File: src/include/vlfc_defines.svh
// constants for the valley lockout and foldback scheduler
`ifndef VLFC_DEFINES_SVH
`define VLFC_DEFINES_SVH
// feedback thresholds in mV, falling direction
`define VLFC_FALL_V1   12'h578
`define VLFC_FALL_V2   12'h4B0
`define VLFC_FALL_V3   12'h44C
`define VLFC_FALL_V4   12'h3E8
`define VLFC_FALL_V5   12'h384
`define VLFC_FF_ENTER  12'h320
// feedback thresholds in mV, rising direction
`define VLFC_FF_EXIT   12'h3E8
`define VLFC_RISE_V6   12'h5DC
`define VLFC_RISE_V5   12'h640
`define VLFC_RISE_V4   12'h6A4
`define VLFC_RISE_V3   12'h708
`define VLFC_RISE_V2   12'h7D0
`define VLFC_ADJ_HYST  12'h0C8
// skip mode thresholds in mV
`define VLFC_SKIP_ON   12'h190
`define VLFC_SKIP_OFF  12'h1C2
// peak setpoint limits in mV
`define VLFC_SET_MIN   12'h0C8
`define VLFC_ILIM1     12'h320
// dead-time zero point in mV
`define VLFC_DEAD_ZERO 12'h190
// valley numbers
`define VLFC_VAL_FIRST 3'h1
`define VLFC_VAL_LAST  3'h6
// timing
`define VLFC_CLK_KHZ   50000
`define VLFC_TOUT_NS   6000
`define VLFC_CLAMP_NS  40000
`define VLFC_DEAD_NS   2000
`define VLFC_TOUT_CYC  (`VLFC_TOUT_NS * `VLFC_CLK_KHZ / 1000000)
`define VLFC_CLAMP_CYC (`VLFC_CLAMP_NS * `VLFC_CLK_KHZ / 1000000)
`define VLFC_DEAD_CYC  (`VLFC_DEAD_NS * `VLFC_CLK_KHZ / 1000000)
`endif

File: src/include/vlfc_pkg.sv
// types for the valley lockout and foldback scheduler
package vlfc_pkg;
  typedef logic [11:0] vlfc_mv_t;
  typedef logic signed [11:0] vlfc_smv_t;
  typedef struct packed {
    logic [2:0] valley;
    logic       foldback;
    logic       skip;
  } vlfc_mode_s;
  typedef enum logic {VLFC_CYC_VALLEY, VLFC_CYC_DEAD} vlfc_cyc_e;
endpackage : vlfc_pkg

File: src/design/vlfc_valley_sel.sv
// valley selection with hysteresis, foldback and skip detection
`timescale 1ns/1ps
`include "vlfc_defines.svh"
module vlfc_valley_sel (
  input  wire logic                clk,
  input  wire logic                srst,
  input  wire vlfc_pkg::vlfc_mv_t  fb,
  input  wire vlfc_pkg::vlfc_mv_t  adj,
  input  wire logic                adj_en,
  output vlfc_pkg::vlfc_mode_s     mode_q
);
  import vlfc_pkg::*;

  // falling threshold that moves valley v to v+1
  function automatic vlfc_mv_t fall_th(input logic [2:0] v);
    unique case (v)
      3'h1:    fall_th = `VLFC_FALL_V1;
      3'h2:    fall_th = `VLFC_FALL_V2;
      3'h3:    fall_th = `VLFC_FALL_V3;
      3'h4:    fall_th = `VLFC_FALL_V4;
      default: fall_th = `VLFC_FALL_V5;
    endcase
  endfunction : fall_th

  // rising threshold that moves valley v to v-1
  function automatic vlfc_mv_t rise_th(input logic [2:0] v);
    unique case (v)
      3'h6:    rise_th = `VLFC_RISE_V6;
      3'h5:    rise_th = `VLFC_RISE_V5;
      3'h4:    rise_th = `VLFC_RISE_V4;
      3'h3:    rise_th = `VLFC_RISE_V3;
      default: rise_th = `VLFC_RISE_V2;
    endcase
  endfunction : rise_th

  vlfc_mv_t enter_th;
  vlfc_mv_t exit_th;

  // foldback entry and exit points, fixed or adjustable
  assign enter_th = adj_en ? adj : `VLFC_FF_ENTER;
  assign exit_th  = adj_en ? 12'(adj + `VLFC_ADJ_HYST) : `VLFC_FF_EXIT;

  // one step per clock, the neighbours stay blanked
  always_ff @(posedge clk) begin
    if (srst) begin
      mode_q.valley   <= `VLFC_VAL_FIRST;
      mode_q.foldback <= 1'b0;
    end else if (mode_q.foldback) begin
      if (fb > exit_th) begin
        mode_q.foldback <= 1'b0;
        mode_q.valley   <= `VLFC_VAL_LAST;
      end
    end else if (mode_q.valley == `VLFC_VAL_LAST) begin
      if (fb < enter_th) begin
        mode_q.foldback <= 1'b1;
      end else if (fb >= rise_th(mode_q.valley)) begin
        mode_q.valley <= 3'(mode_q.valley - 3'h1);
      end
    end else if (fb < fall_th(mode_q.valley)) begin
      mode_q.valley <= 3'(mode_q.valley + 3'h1);
    end else if (mode_q.valley != `VLFC_VAL_FIRST && fb >= rise_th(mode_q.valley)) begin
      mode_q.valley <= 3'(mode_q.valley - 3'h1);
    end
  end

  // skip mode with 50 mV hysteresis
  always_ff @(posedge clk) begin
    if (srst) begin
      mode_q.skip <= 1'b1;
    end else if (fb < `VLFC_SKIP_ON) begin
      mode_q.skip <= 1'b1;
    end else if (fb > `VLFC_SKIP_OFF) begin
      mode_q.skip <= 1'b0;
    end
  end

  // valley never jumps by more than one
  valley_one_step_a: assert property (@(posedge clk) disable iff (srst)
    (mode_q.valley - $past(mode_q.valley) <= 3'h1) ||
    ($past(mode_q.valley) - mode_q.valley <= 3'h1))
    else $error("valley moved by more than one step");
  // foldback only from the sixth valley
  ff_entry_six_a: assert property (@(posedge clk) disable iff (srst)
    $rose(mode_q.foldback) |-> $past(mode_q.valley) == `VLFC_VAL_LAST && $past(fb) < $past(enter_th))
    else $error("foldback entered from wrong valley");
  // skip follows the 400 mV threshold
  skip_enter_a: assert property (@(posedge clk) disable iff (srst)
    (fb < `VLFC_SKIP_ON) |=> mode_q.skip)
    else $error("skip not entered below 400 mV");
endmodule : vlfc_valley_sel

File: src/design/vlfc_setpoint.sv
// peak current setpoint with floor, freeze and over-power limits
`timescale 1ns/1ps
`include "vlfc_defines.svh"
module vlfc_setpoint (
  input  wire logic                clk,
  input  wire logic                srst,
  input  wire vlfc_pkg::vlfc_mv_t  fb,
  input  wire vlfc_pkg::vlfc_mv_t  adj,
  input  wire logic                adj_en,
  input  wire logic                foldback,
  input  wire logic                on_time,
  input  wire vlfc_pkg::vlfc_smv_t overpower_comp_input,
  output vlfc_pkg::vlfc_mv_t       setpt_q
);
  import vlfc_pkg::*;

  logic signed [13:0] opp_sum;
  vlfc_mv_t           setpt_d;

  // fb/4, frozen or floored, then capped by the over-power limits
  always_comb begin
    opp_sum = 14'(signed'({2'b00, `VLFC_ILIM1})) + 14'(overpower_comp_input);
    setpt_d = {2'b00, fb[11:2]};
    if (foldback && adj_en) begin
      setpt_d = {2'b00, adj[11:2]};
    end else if (setpt_d < `VLFC_SET_MIN) begin
      setpt_d = `VLFC_SET_MIN;
    end
    if (on_time && opp_sum < 14'sd0) begin
      setpt_d = 12'h000;
    end else if (on_time && opp_sum < 14'(signed'({2'b00, setpt_d}))) begin
      setpt_d = opp_sum[11:0];
    end
    if (setpt_d > `VLFC_ILIM1) begin
      setpt_d = `VLFC_ILIM1;
    end
  end

  // registered setpoint
  always_ff @(posedge clk) begin
    if (srst) begin
      setpt_q <= `VLFC_SET_MIN;
    end else begin
      setpt_q <= setpt_d;
    end
  end

  // independent 0.8 V cap
  set_cap_a: assert property (@(posedge clk) disable iff (srst)
    setpt_q <= `VLFC_ILIM1)
    else $error("setpoint above 0.8 V");
  // floor holds outside the on-time and the adjustable foldback freeze
  set_floor_a: assert property (@(posedge clk) disable iff (srst)
    !on_time && !(foldback && adj_en) |=> setpt_q >= `VLFC_SET_MIN)
    else $error("setpoint below 0.2 V floor");
endmodule : vlfc_setpoint

File: src/design/vlfc_sched.sv
// switching cycle scheduler: valley counting, foldback dead-time,
// 25 kHz clamp and skip
// Functional notes
// - pick one valley, first to sixth, from the feedback level.
// - each detected valley advances the valley counter by one; the code holds the counter at six and clears it on a new pulse.
// - a newly active valley comparator blanks its neighbour.
// - hold the valley until the lower or upper threshold is crossed.
// - falling steps at 1.4, 1.2, 1.1, 1.0, 0.9 V; foldback at 0.8 V.
// - rising: foldback to sixth at 1.0 V, then 1.5 to 2.0 V.
// - fixed variant enters foldback from sixth valley below 0.8 V.
// - peak setpoint never below 0.2 V; the code skips this floor for the frozen quarter and the on-time limit.
// - fixed variant leaves foldback above 1 V.
// - adjustable variant uses its level, freezes setpoint at a quarter.
// - in foldback add dead-time after the sixth valley.
// - dead-time 2 us at 0.8 V, unbounded toward 0.4 V.
// - a cycle longer than 40 us forces a new cycle.
// - the clamp waits for demagnetization to finish.
// - stop pulsing below 400 mV, resume above 450 mV.
// - on-time limit is primary limit plus negative compensation.
// - setpoint capped at 0.8 V whatever the compensation input.
// - an expired timeout counts as a valley.
`timescale 1ns/1ps
`include "vlfc_defines.svh"
module vlfc_sched (
  input  wire logic                CLK,
  input  wire logic                SRST,
  input  wire vlfc_pkg::vlfc_mv_t  FEEDBACK_LEVEL,
  input  wire vlfc_pkg::vlfc_mv_t  FOLDBACK_ADJUST_LEVEL,
  input  wire logic                FOLDBACK_ADJUST_INPUT,
  input  wire vlfc_pkg::vlfc_smv_t OVERPOWER_COMP_VOLTAGE,
  input  wire logic                ON_TIME,
  input  wire logic                DEMAG_DETECT,
  input  wire logic                DEMAG_DONE,
  output logic                     GATE_DRIVE_OUT,
  output logic                     VALLEY_LOCK_MODE,
  output logic                     FREQ_FOLDBACK_MODE,
  output logic                     SKIP_ACTIVE,
  output logic [2:0]               SELECTED_VALLEY,
  output vlfc_pkg::vlfc_mv_t       COMPENSATED_PEAK_SETPOINT
);
  import vlfc_pkg::*;

  localparam int TOUT_CYC  = `VLFC_TOUT_CYC;
  localparam int CLAMP_CYC = `VLFC_CLAMP_CYC;
  localparam int DEAD_CYC  = `VLFC_DEAD_CYC;
  localparam logic [8:0]  TOUT_LAST  = 9'(TOUT_CYC - 1);
  localparam logic [11:0] CLAMP_LAST = 12'(CLAMP_CYC - 1);
  // dead-time target: accumulating (fb - 0.4 V) per clock
  localparam logic [16:0] DEAD_TARGET = 17'(DEAD_CYC * int'(`VLFC_DEAD_ZERO));

  vlfc_mode_s  mode_q;
  vlfc_cyc_e   cyc_q;
  logic [11:0] period_q;
  logic [8:0]  tout_q;
  logic [2:0]  vcnt_q;
  logic [16:0] acc_q;
  logic [11:0] dead_step;
  logic        tout_expire;
  logic        valley_event;
  logic        count_reached;
  logic        valley_hit;
  logic        sixth_seen;
  logic        dead_done;
  logic        clamp_hit;
  logic        fire;
  logic        drv_q;

  // valley selection and skip detection
  vlfc_valley_sel u_sel (
    .clk    (CLK),
    .srst   (SRST),
    .fb     (FEEDBACK_LEVEL),
    .adj    (FOLDBACK_ADJUST_LEVEL),
    .adj_en (FOLDBACK_ADJUST_INPUT),
    .mode_q (mode_q)
  );

  // peak current setpoint
  vlfc_setpoint u_set (
    .clk      (CLK),
    .srst     (SRST),
    .fb       (FEEDBACK_LEVEL),
    .adj      (FOLDBACK_ADJUST_LEVEL),
    .adj_en   (FOLDBACK_ADJUST_INPUT),
    .foldback (mode_q.foldback),
    .on_time  (ON_TIME),
    .overpower_comp_input      (OVERPOWER_COMP_VOLTAGE),
    .setpt_q  (COMPENSATED_PEAK_SETPOINT)
  );

  // valley events: detected valley or expired timeout
  assign tout_expire   = (tout_q == TOUT_LAST) && !DEMAG_DETECT;
  assign valley_event  = DEMAG_DETECT || tout_expire;
  assign count_reached = valley_event && (3'(vcnt_q + 3'h1) >= mode_q.valley);

  // pulse on the selected valley in lockout mode
  assign valley_hit = (cyc_q == VLFC_CYC_VALLEY) && !mode_q.foldback
                      && count_reached;

  // sixth valley seen while in foldback starts the dead-time
  assign sixth_seen = (cyc_q == VLFC_CYC_VALLEY) && mode_q.foldback && valley_event
                      && (3'(vcnt_q + 3'h1) >= `VLFC_VAL_LAST);

  // dead-time step shrinks toward zero as feedback nears 0.4 V
  assign dead_step = (FEEDBACK_LEVEL > `VLFC_DEAD_ZERO) ?
                     12'(FEEDBACK_LEVEL - `VLFC_DEAD_ZERO) : 12'h000;
  assign dead_done = (cyc_q == VLFC_CYC_DEAD)
                     && (17'(acc_q + {5'h00, dead_step}) >= DEAD_TARGET);

  // 25 kHz clamp, only once demagnetization is over
  assign clamp_hit = (period_q >= CLAMP_LAST) && DEMAG_DONE;

  // new cycle request, blocked in skip
  assign fire = !mode_q.skip && (valley_hit || dead_done || clamp_hit);

  // switching period counter, saturating
  always_ff @(posedge CLK) begin
    if (SRST) begin
      period_q <= 12'h000;
    end else if (fire) begin
      period_q <= 12'h000;
    end else if (period_q != CLAMP_LAST) begin
      period_q <= 12'(period_q + 12'h001);
    end
  end

  // timeout restarts on each detected valley and on expiry
  always_ff @(posedge CLK) begin
    if (SRST) begin
      tout_q <= 9'h000;
    end else if (fire || valley_event) begin
      tout_q <= 9'h000;
    end else begin
      tout_q <= 9'(tout_q + 9'h001);
    end
  end

  // valley counter, cleared by each new pulse
  always_ff @(posedge CLK) begin
    if (SRST) begin
      vcnt_q <= 3'h0;
    end else if (fire) begin
      vcnt_q <= 3'h0;
    end else if (valley_event && vcnt_q != `VLFC_VAL_LAST) begin
      vcnt_q <= 3'(vcnt_q + 3'h1);
    end
  end

  // cycle phase: counting valleys or waiting out the dead-time
  always_ff @(posedge CLK) begin
    if (SRST) begin
      cyc_q <= VLFC_CYC_VALLEY;
    end else if (fire) begin
      cyc_q <= VLFC_CYC_VALLEY;
    end else begin
      unique case (cyc_q)
        VLFC_CYC_VALLEY: begin
          if (sixth_seen) begin
            cyc_q <= VLFC_CYC_DEAD;
          end
        end
        VLFC_CYC_DEAD: begin
          if (!mode_q.foldback) begin
            cyc_q <= VLFC_CYC_VALLEY;
          end
        end
      endcase
    end
  end

  // dead-time accumulator
  always_ff @(posedge CLK) begin
    if (SRST) begin
      acc_q <= 17'h00000;
    end else if (cyc_q != VLFC_CYC_DEAD || fire) begin
      acc_q <= 17'h00000;
    end else begin
      acc_q <= 17'(acc_q + {5'h00, dead_step});
    end
  end

  // drive request, one clock wide
  always_ff @(posedge CLK) begin
    if (SRST) begin
      drv_q <= 1'b0;
    end else begin
      drv_q <= fire;
    end
  end

  // status outputs
  assign GATE_DRIVE_OUT     = drv_q;
  assign VALLEY_LOCK_MODE   = !mode_q.foldback;
  assign FREQ_FOLDBACK_MODE = mode_q.foldback;
  assign SKIP_ACTIVE        = mode_q.skip;
  assign SELECTED_VALLEY    = mode_q.valley;

  // clamp forces a pulse after 40 us once demagnetized
  clamp_forces_a: assert property (@(posedge CLK) disable iff (SRST)
    (period_q == CLAMP_LAST) && DEMAG_DONE && !mode_q.skip |=> GATE_DRIVE_OUT)
    else $error("clamp did not force a pulse");
  // clamp never fires before demagnetization
  clamp_waits_a: assert property (@(posedge CLK) disable iff (SRST)
    GATE_DRIVE_OUT && $past(period_q) == CLAMP_LAST && !$past(DEMAG_DONE)
    |-> $past(valley_event))
    else $error("clamp pulse during demagnetization");
  // no pulse while skipping
  skip_blocks_a: assert property (@(posedge CLK) disable iff (SRST)
    mode_q.skip |=> !GATE_DRIVE_OUT)
    else $error("pulse issued in skip mode");
  // pulse on selected valley, count cleared after
  valley_pulse_a: assert property (@(posedge CLK) disable iff (SRST)
    !mode_q.skip && !mode_q.foldback && cyc_q == VLFC_CYC_VALLEY && DEMAG_DETECT
    && 3'(vcnt_q + 3'h1) == mode_q.valley |=> GATE_DRIVE_OUT ##1 vcnt_q == 3'h0)
    else $error("valley pulse or count clear missing");
  // expired timeout counts as a valley
  tout_counts_a: assert property (@(posedge CLK) disable iff (SRST)
    tout_expire && !fire && vcnt_q < `VLFC_VAL_LAST |=> vcnt_q == $past(vcnt_q) + 3'h1)
    else $error("timeout not counted as valley");
  // dead-time at or below 0.8 V lasts at least 2 us, so no pulse in its first clocks
  dead_nominal_a: assert property (@(posedge CLK) disable iff (SRST)
    sixth_seen && !fire && !mode_q.skip && FEEDBACK_LEVEL <= `VLFC_FF_ENTER
    ##1 (FEEDBACK_LEVEL <= `VLFC_FF_ENTER && mode_q.foldback && !mode_q.skip
         && period_q != CLAMP_LAST) [*8]
    |-> !GATE_DRIVE_OUT)
    else $error("dead-time too short at 0.8 V");

  // timeout counter wraps at its last count
  tout_bound_a: assert property (@(posedge CLK) disable iff (SRST)
    tout_q <= TOUT_LAST)
    else $error("timeout counter ran past its end");

  // period counter saturates at the clamp point
  period_bound_a: assert property (@(posedge CLK) disable iff (SRST)
    period_q <= CLAMP_LAST)
    else $error("period counter ran past the clamp");

  // valley counter never passes the sixth valley
  vcnt_bound_a: assert property (@(posedge CLK) disable iff (SRST)
    vcnt_q <= `VLFC_VAL_LAST)
    else $error("valley counter above six");

  // selected valley stays within first to sixth
  valley_range_a: assert property (@(posedge CLK) disable iff (SRST)
    SELECTED_VALLEY >= `VLFC_VAL_FIRST && SELECTED_VALLEY <= `VLFC_VAL_LAST)
    else $error("selected valley out of range");

  // foldback is only reported on the sixth valley
  ff_on_six_a: assert property (@(posedge CLK) disable iff (SRST)
    FREQ_FOLDBACK_MODE |-> SELECTED_VALLEY == `VLFC_VAL_LAST)
    else $error("foldback away from the sixth valley");

  // leaving foldback mid dead-time returns to valley counting
  dead_leave_a: assert property (@(posedge CLK) disable iff (SRST)
    cyc_q == VLFC_CYC_DEAD && !mode_q.foldback |=> cyc_q == VLFC_CYC_VALLEY)
    else $error("dead-time kept after foldback exit");

  // accumulator idles at zero outside the dead-time
  acc_clear_a: assert property (@(posedge CLK) disable iff (SRST)
    cyc_q != VLFC_CYC_DEAD |=> acc_q == 17'h00000)
    else $error("dead-time accumulator not cleared");

  c_valley_pulse_c: cover property (@(posedge CLK) disable iff (SRST) valley_hit && !mode_q.skip);
  c_dead_pulse_c:   cover property (@(posedge CLK) disable iff (SRST) dead_done && !mode_q.skip);
  c_clamp_pulse_c:  cover property (@(posedge CLK) disable iff (SRST) clamp_hit && !mode_q.skip);
  c_tout_event_c:   cover property (@(posedge CLK) disable iff (SRST) tout_expire && !mode_q.skip);
  c_ff_exit_c:      cover property (@(posedge CLK) disable iff (SRST) $fell(mode_q.foldback));
endmodule : vlfc_sched

File: config.mk
export PLATFORM = sky130hd
export DESIGN_NAME = vlfc_sched
export DESIGN_NICKNAME = d
export VERILOG_FILES = /design/src/include/vlfc_pkg.sv /design/src/design/vlfc_valley_sel.sv /design/src/design/vlfc_setpoint.sv /design/src/design/vlfc_sched.sv
export VERILOG_INCLUDE_DIRS = /design/src /design/src/include
export SDC_FILE = /design/constraint.sdc
export NUM_CORES = 1
export LEC_CHECK = 0
export ABC_CLOCK_PERIOD_IN_PS = 5300
export BUFFER_PORTS_ARGS = -buffer_cell sky130_fd_sc_hd__buf_4
export CAP_MARGIN = 0
export CORE_MARGIN = 2
export CORE_UTILIZATION = 28
export CTS_BUF_LIST = sky130_fd_sc_hd__clkbuf_8
export DETAILED_ROUTE_END_ITERATION = 8
export PLACE_DENSITY_LB_ADDON = 0.05
export SYNTH_ARGS = -nofsm -noshare
export SYNTH_HDL_FRONTEND = slang
export SYNTH_SLANG_ARGS = --single-unit
File: constraint.sdc
create_clock -name CLK -period 5.3 [get_ports CLK]
set_input_delay 0.265 -clock CLK [delete_from_list [all_inputs] [get_ports CLK]]
set_output_delay 0.265 -clock CLK [all_outputs]
set_load 0.02 [all_outputs]
==> impl_metrics.py <==
metrics = {
    "run_status": {
        "outcome": "completed",
    },
    "finish": {
        "utilization": 0.333,
        "antenna_cells": 0,
        "drive_gt1_frac": 0.132,
        "area_growth_pct": 16.6,
        "fin_nets": 847,
        "final_cell_area_um2": 6200,
        "multi_input_area_um2": 3900,
        "fill_cells": 2010,
        "regArea_um2": 1200,
    },
    "floorplanning": {
        "fp.coreArea_um2": 18600,
        "rows": 50,
        "die_x_um": 142,
        "pin_count": 61,
        "die_area_um2": 20100,
        "die_h_um": 142,
        "initial_utilization": 0.285,
    },
    "timing": {
        "rsz0062_at_grt": "no",
        "finalClockSkew_ns": 0.0133,
        "tightest_slew_ns": 0.560,
        "finalHoldViolations": 0,
        "period_share": 0.798,
        "slew_headroom": 0.627,
        "fmax_ghz": 0.236,
        "fin_tns_setup_ns": 0,
        "final.min_clock_period_ns": 4.23,
        "finalSetupViolCount": 0,
        "maxSlewViolCount": 0,
        "hold_ws_ns": 0.164,
    },
    "synth": {
        "syn_avg_cell_area_um2": 7.88,
        "yosysSeqAreaShare": 0.226,
        "synth.largest_area_cell": "dfxtp_1",
        "synth_edf_count": 0,
        "yosys_warnings": 0,
        "synth_top_cell_area_share": 0.226,
        "synth_cells": 675,
        "synth_ff_type": "dfxtp_1",
        "syn-cell-area_um2": 5320,
        "synthTopCellsByArea": "dfxtp_1 23%, ha_1 18%, nor2_1 5.1%",
        "async_flop_share": 0,
        "synth-seq-cells": 60,
        "ys_types": 69,
    },
    "drt": {
        "wirelength_um": 15600,
        "vias": 5011,
        "drc": 0,
        "ant_nets": 0,
        "drtPass1Iterations": 4,
        "drt_iter0_markers": 256,
        "vias_per_cell": 5.18,
        "drt-wirelength-per-cell_um": 16.1,
    },
    "grt": {
        "antenna_found_initial": 0,
        "overflow": 0,
        "use_met3": 0.0314,
        "grt_pass1_vias": 4918,
        "grtUsageTotal": 0.159,
        "grt_pass1_wl_um": 25300,
        "grt_start_max_net_pins": 24,
        "grtUsageMet1": 0.216,
        "grt_busiest_layer": "met2",
        "use_met2": 0.252,
    },
    "worst_setup_path": {
        "reg2reg_to": "u_sel.mode_q[3]",
        "r2r_slack_ns": 1.73,
        "rr_worst_depth": 14,
        "critPathLaunchType": "primary input",
        "end_kind": "register",
        "worstPathRequired_ns": 5.57,
        "cp.arrival_ns": 4.50,
        "r2r-start": "u_sel.mode_q[2]",
        "crit_path_max_fanout": 15,
        "crit_type": "primary input to register",
    },
    "clocking": {
        "numCtsBuffers": 9,
        "clk_latency_ns": 0.36,
        "clockRootBuffer": "clkbuf_8",
        "post-cts-setup-buffer-count": 0,
        "htreeDepth": 3,
        "cts_max_path_buffers": 2,
        "path_clk_slew_ns": 0.08,
        "cts_num_sinks": 60,
        "cts-resized-gates": 0,
        "tritoncts": "built",
        "cts_hold_buf": 0,
    },
    "power_and_ir_drop": {
        "peakVddDrop_mv": 0.142,
        "power_mw": 1.64,
        "power_leakage_nw": 2.77,
        "p_per_area_nw_per_um2": 264,
    },
    "worst_hold_path": {
        "min-delay-start": "OVERPOWER_COMP_VOLTAGE[0]",
        "hold_path_class": "primary input to register",
        "holdPathEnd": "u_set.setpt_q[0]",
        "hold_depth": 3,
    },
    "placement": {
        "io_buffers": 60,
        "hpwl_um": 12000,
        "place_congestion": 0.813,
        "placed_cell_area_um2": 6000,
    },
    "job": {
        "cap_violations": 0,
    },
}
==> through the flow <==
stage / worst slack, ns / cells
6_report: 1.07 / 968
5_1_grt: 0.545 / 968
3_3_place_gp: 0.783 / 952
3_5_place_dp: 0.624 / 952
4_1_cts: 0.974 / 968
2_1_floorplan: 1.53 / 676
==> logic make-up after synthesis <==
group / after synthesis / share of synthesized area
AO/OA/AOI/OAI: 172 / 0.223
XOR/XNOR: 37 / 0.0609
adder cells (fa/ha/maj): 76 / 0.180
buffers and inverters: 57 / 0.0423
flip-flops: 60 / 0.226
multiplexers: 7 / 0.0136
other: 1 / 0.000705
AND/OR/NAND/NOR: 265 / 0.253
==> flip-flops by register name, indices dropped and copies added (netlist names) <==
| signal | flops |
|---|---|
| period_q | 12 |
| tout_q | 9 |
| u_set.setpt_q | 12 |
| u_sel.mode_q | 5 |
| cyc_q | 1 |
| acc_q | 17 |
| vcnt_q | 3 |
| GATE_DRIVE_OUT | 1 |
==> critical path, stage by stage <==
cell and delay (ns):
buf_4 0.15, inv_1 0.10, ha_1 0.22, nand2b_1 0.12, nor2b_1 0.28, a2111oi_2 0.11
buf_4 0.18, nor2_1 0.09, ha_1 0.19, inv_1 0.07, fa_1 0.38, nor2b_1 0.22
o31a_1 0.33, o211a_1 0.22, o2111a_1 0.17, o211ai_1 0.14, a31oi_2 0.53, nand3_2 0.41
a211oi_1 0.33
==> per-layer routing <==
layer	vias up	share of wire	wire (um)
li1	2577	-	-
met1	2334	0.50	7850
met2	75	0.44	6820
met3	25	0.037	578
met4	0	0.020	319
met5	-	0	0
==> cells in the mapped netlist, types with 5 or more instances <==
| cell | number |
|---|---|
| o21ai_0 | 31 |
| and3_1 | 22 |
| a2111oi_0 | 8 |
| o21a_1 | 6 |
| nor4_1 | 6 |
| clkbuf_1 | 12 |
| mux2i_1 | 5 |
| xor2_1 | 20 |
| o211ai_1 | 12 |
| a21oi_1 | 42 |
| nand2_1 | 52 |
| a211oi_1 | 13 |
| nor2_1 | 72 |
| dfxtp_1 | 60 |
| ha_1 | 75 |
| inv_1 | 37 |
| a21o_1 | 11 |
| xnor2_1 | 17 |
| nand4_1 | 10 |
| nor2b_1 | 17 |
| nand2b_1 | 10 |
| nor3_1 | 19 |
| and2_1 | 8 |
| nand3_1 | 23 |
==> report_power, final <==
group,switching [mW],internal [mW]
registers,0.0349,0.479
clock network,0.196,0.239
logic,0.385,0.302
total,0.616,1.02
==> how the worst max path moves through the flow <==
stage | start | end
4_1_cts | FEEDBACK_LEVEL[5] | acc_q[8]
3_3_place_gp | FEEDBACK_LEVEL[5] | acc_q[3]
5_1_grt | FEEDBACK_LEVEL[5] | acc_q[8]
3_5_place_dp | FEEDBACK_LEVEL[5] | acc_q[8]
2_1_floorplan | FEEDBACK_LEVEL[5] | acc_q[0]
6_report | FEEDBACK_LEVEL[5] | acc_q[8]
==> cells in the final DEF (no fill, tap or decap), types with 5 or more instances in the layout <==
cell type / netlist / layout
ha_1: 75 / 75
nor2_1: 72 / 72
buf_4: 0 / 62
dfxtp_1: 60 / 60
nand2_1: 52 / 52
a21oi_1: 42 / 42
inv_1: 37 / 38
o21ai_0: 31 / 31
nand3_1: 23 / 23
and3_1: 22 / 22
xor2_1: 20 / 20
nor3_1: 19 / 19
nor2b_1: 17 / 17
xnor2_1: 17 / 17
a211oi_1: 13 / 13
o211ai_1: 12 / 12
a21o_1: 11 / 11
clkbuf_8: 0 / 11
nand2b_1: 10 / 10
nand4_1: 10 / 10
and2_1: 8 / 8
a2111oi_0: 8 / 7
nor4_1: 6 / 6
o21a_1: 6 / 6
mux2i_1: 5 / 5
==> final cells by class <==
cell class	instances	area share
tap	234	0.0472
inverter	37	0.0224
timing repair buffer	62	0.0750
sequential	60	0.194
clock buffer	11	0.0244
multi-input combinational	559	0.629
clock inverter	5	0.00827
(Power assumes the default switching activity.)
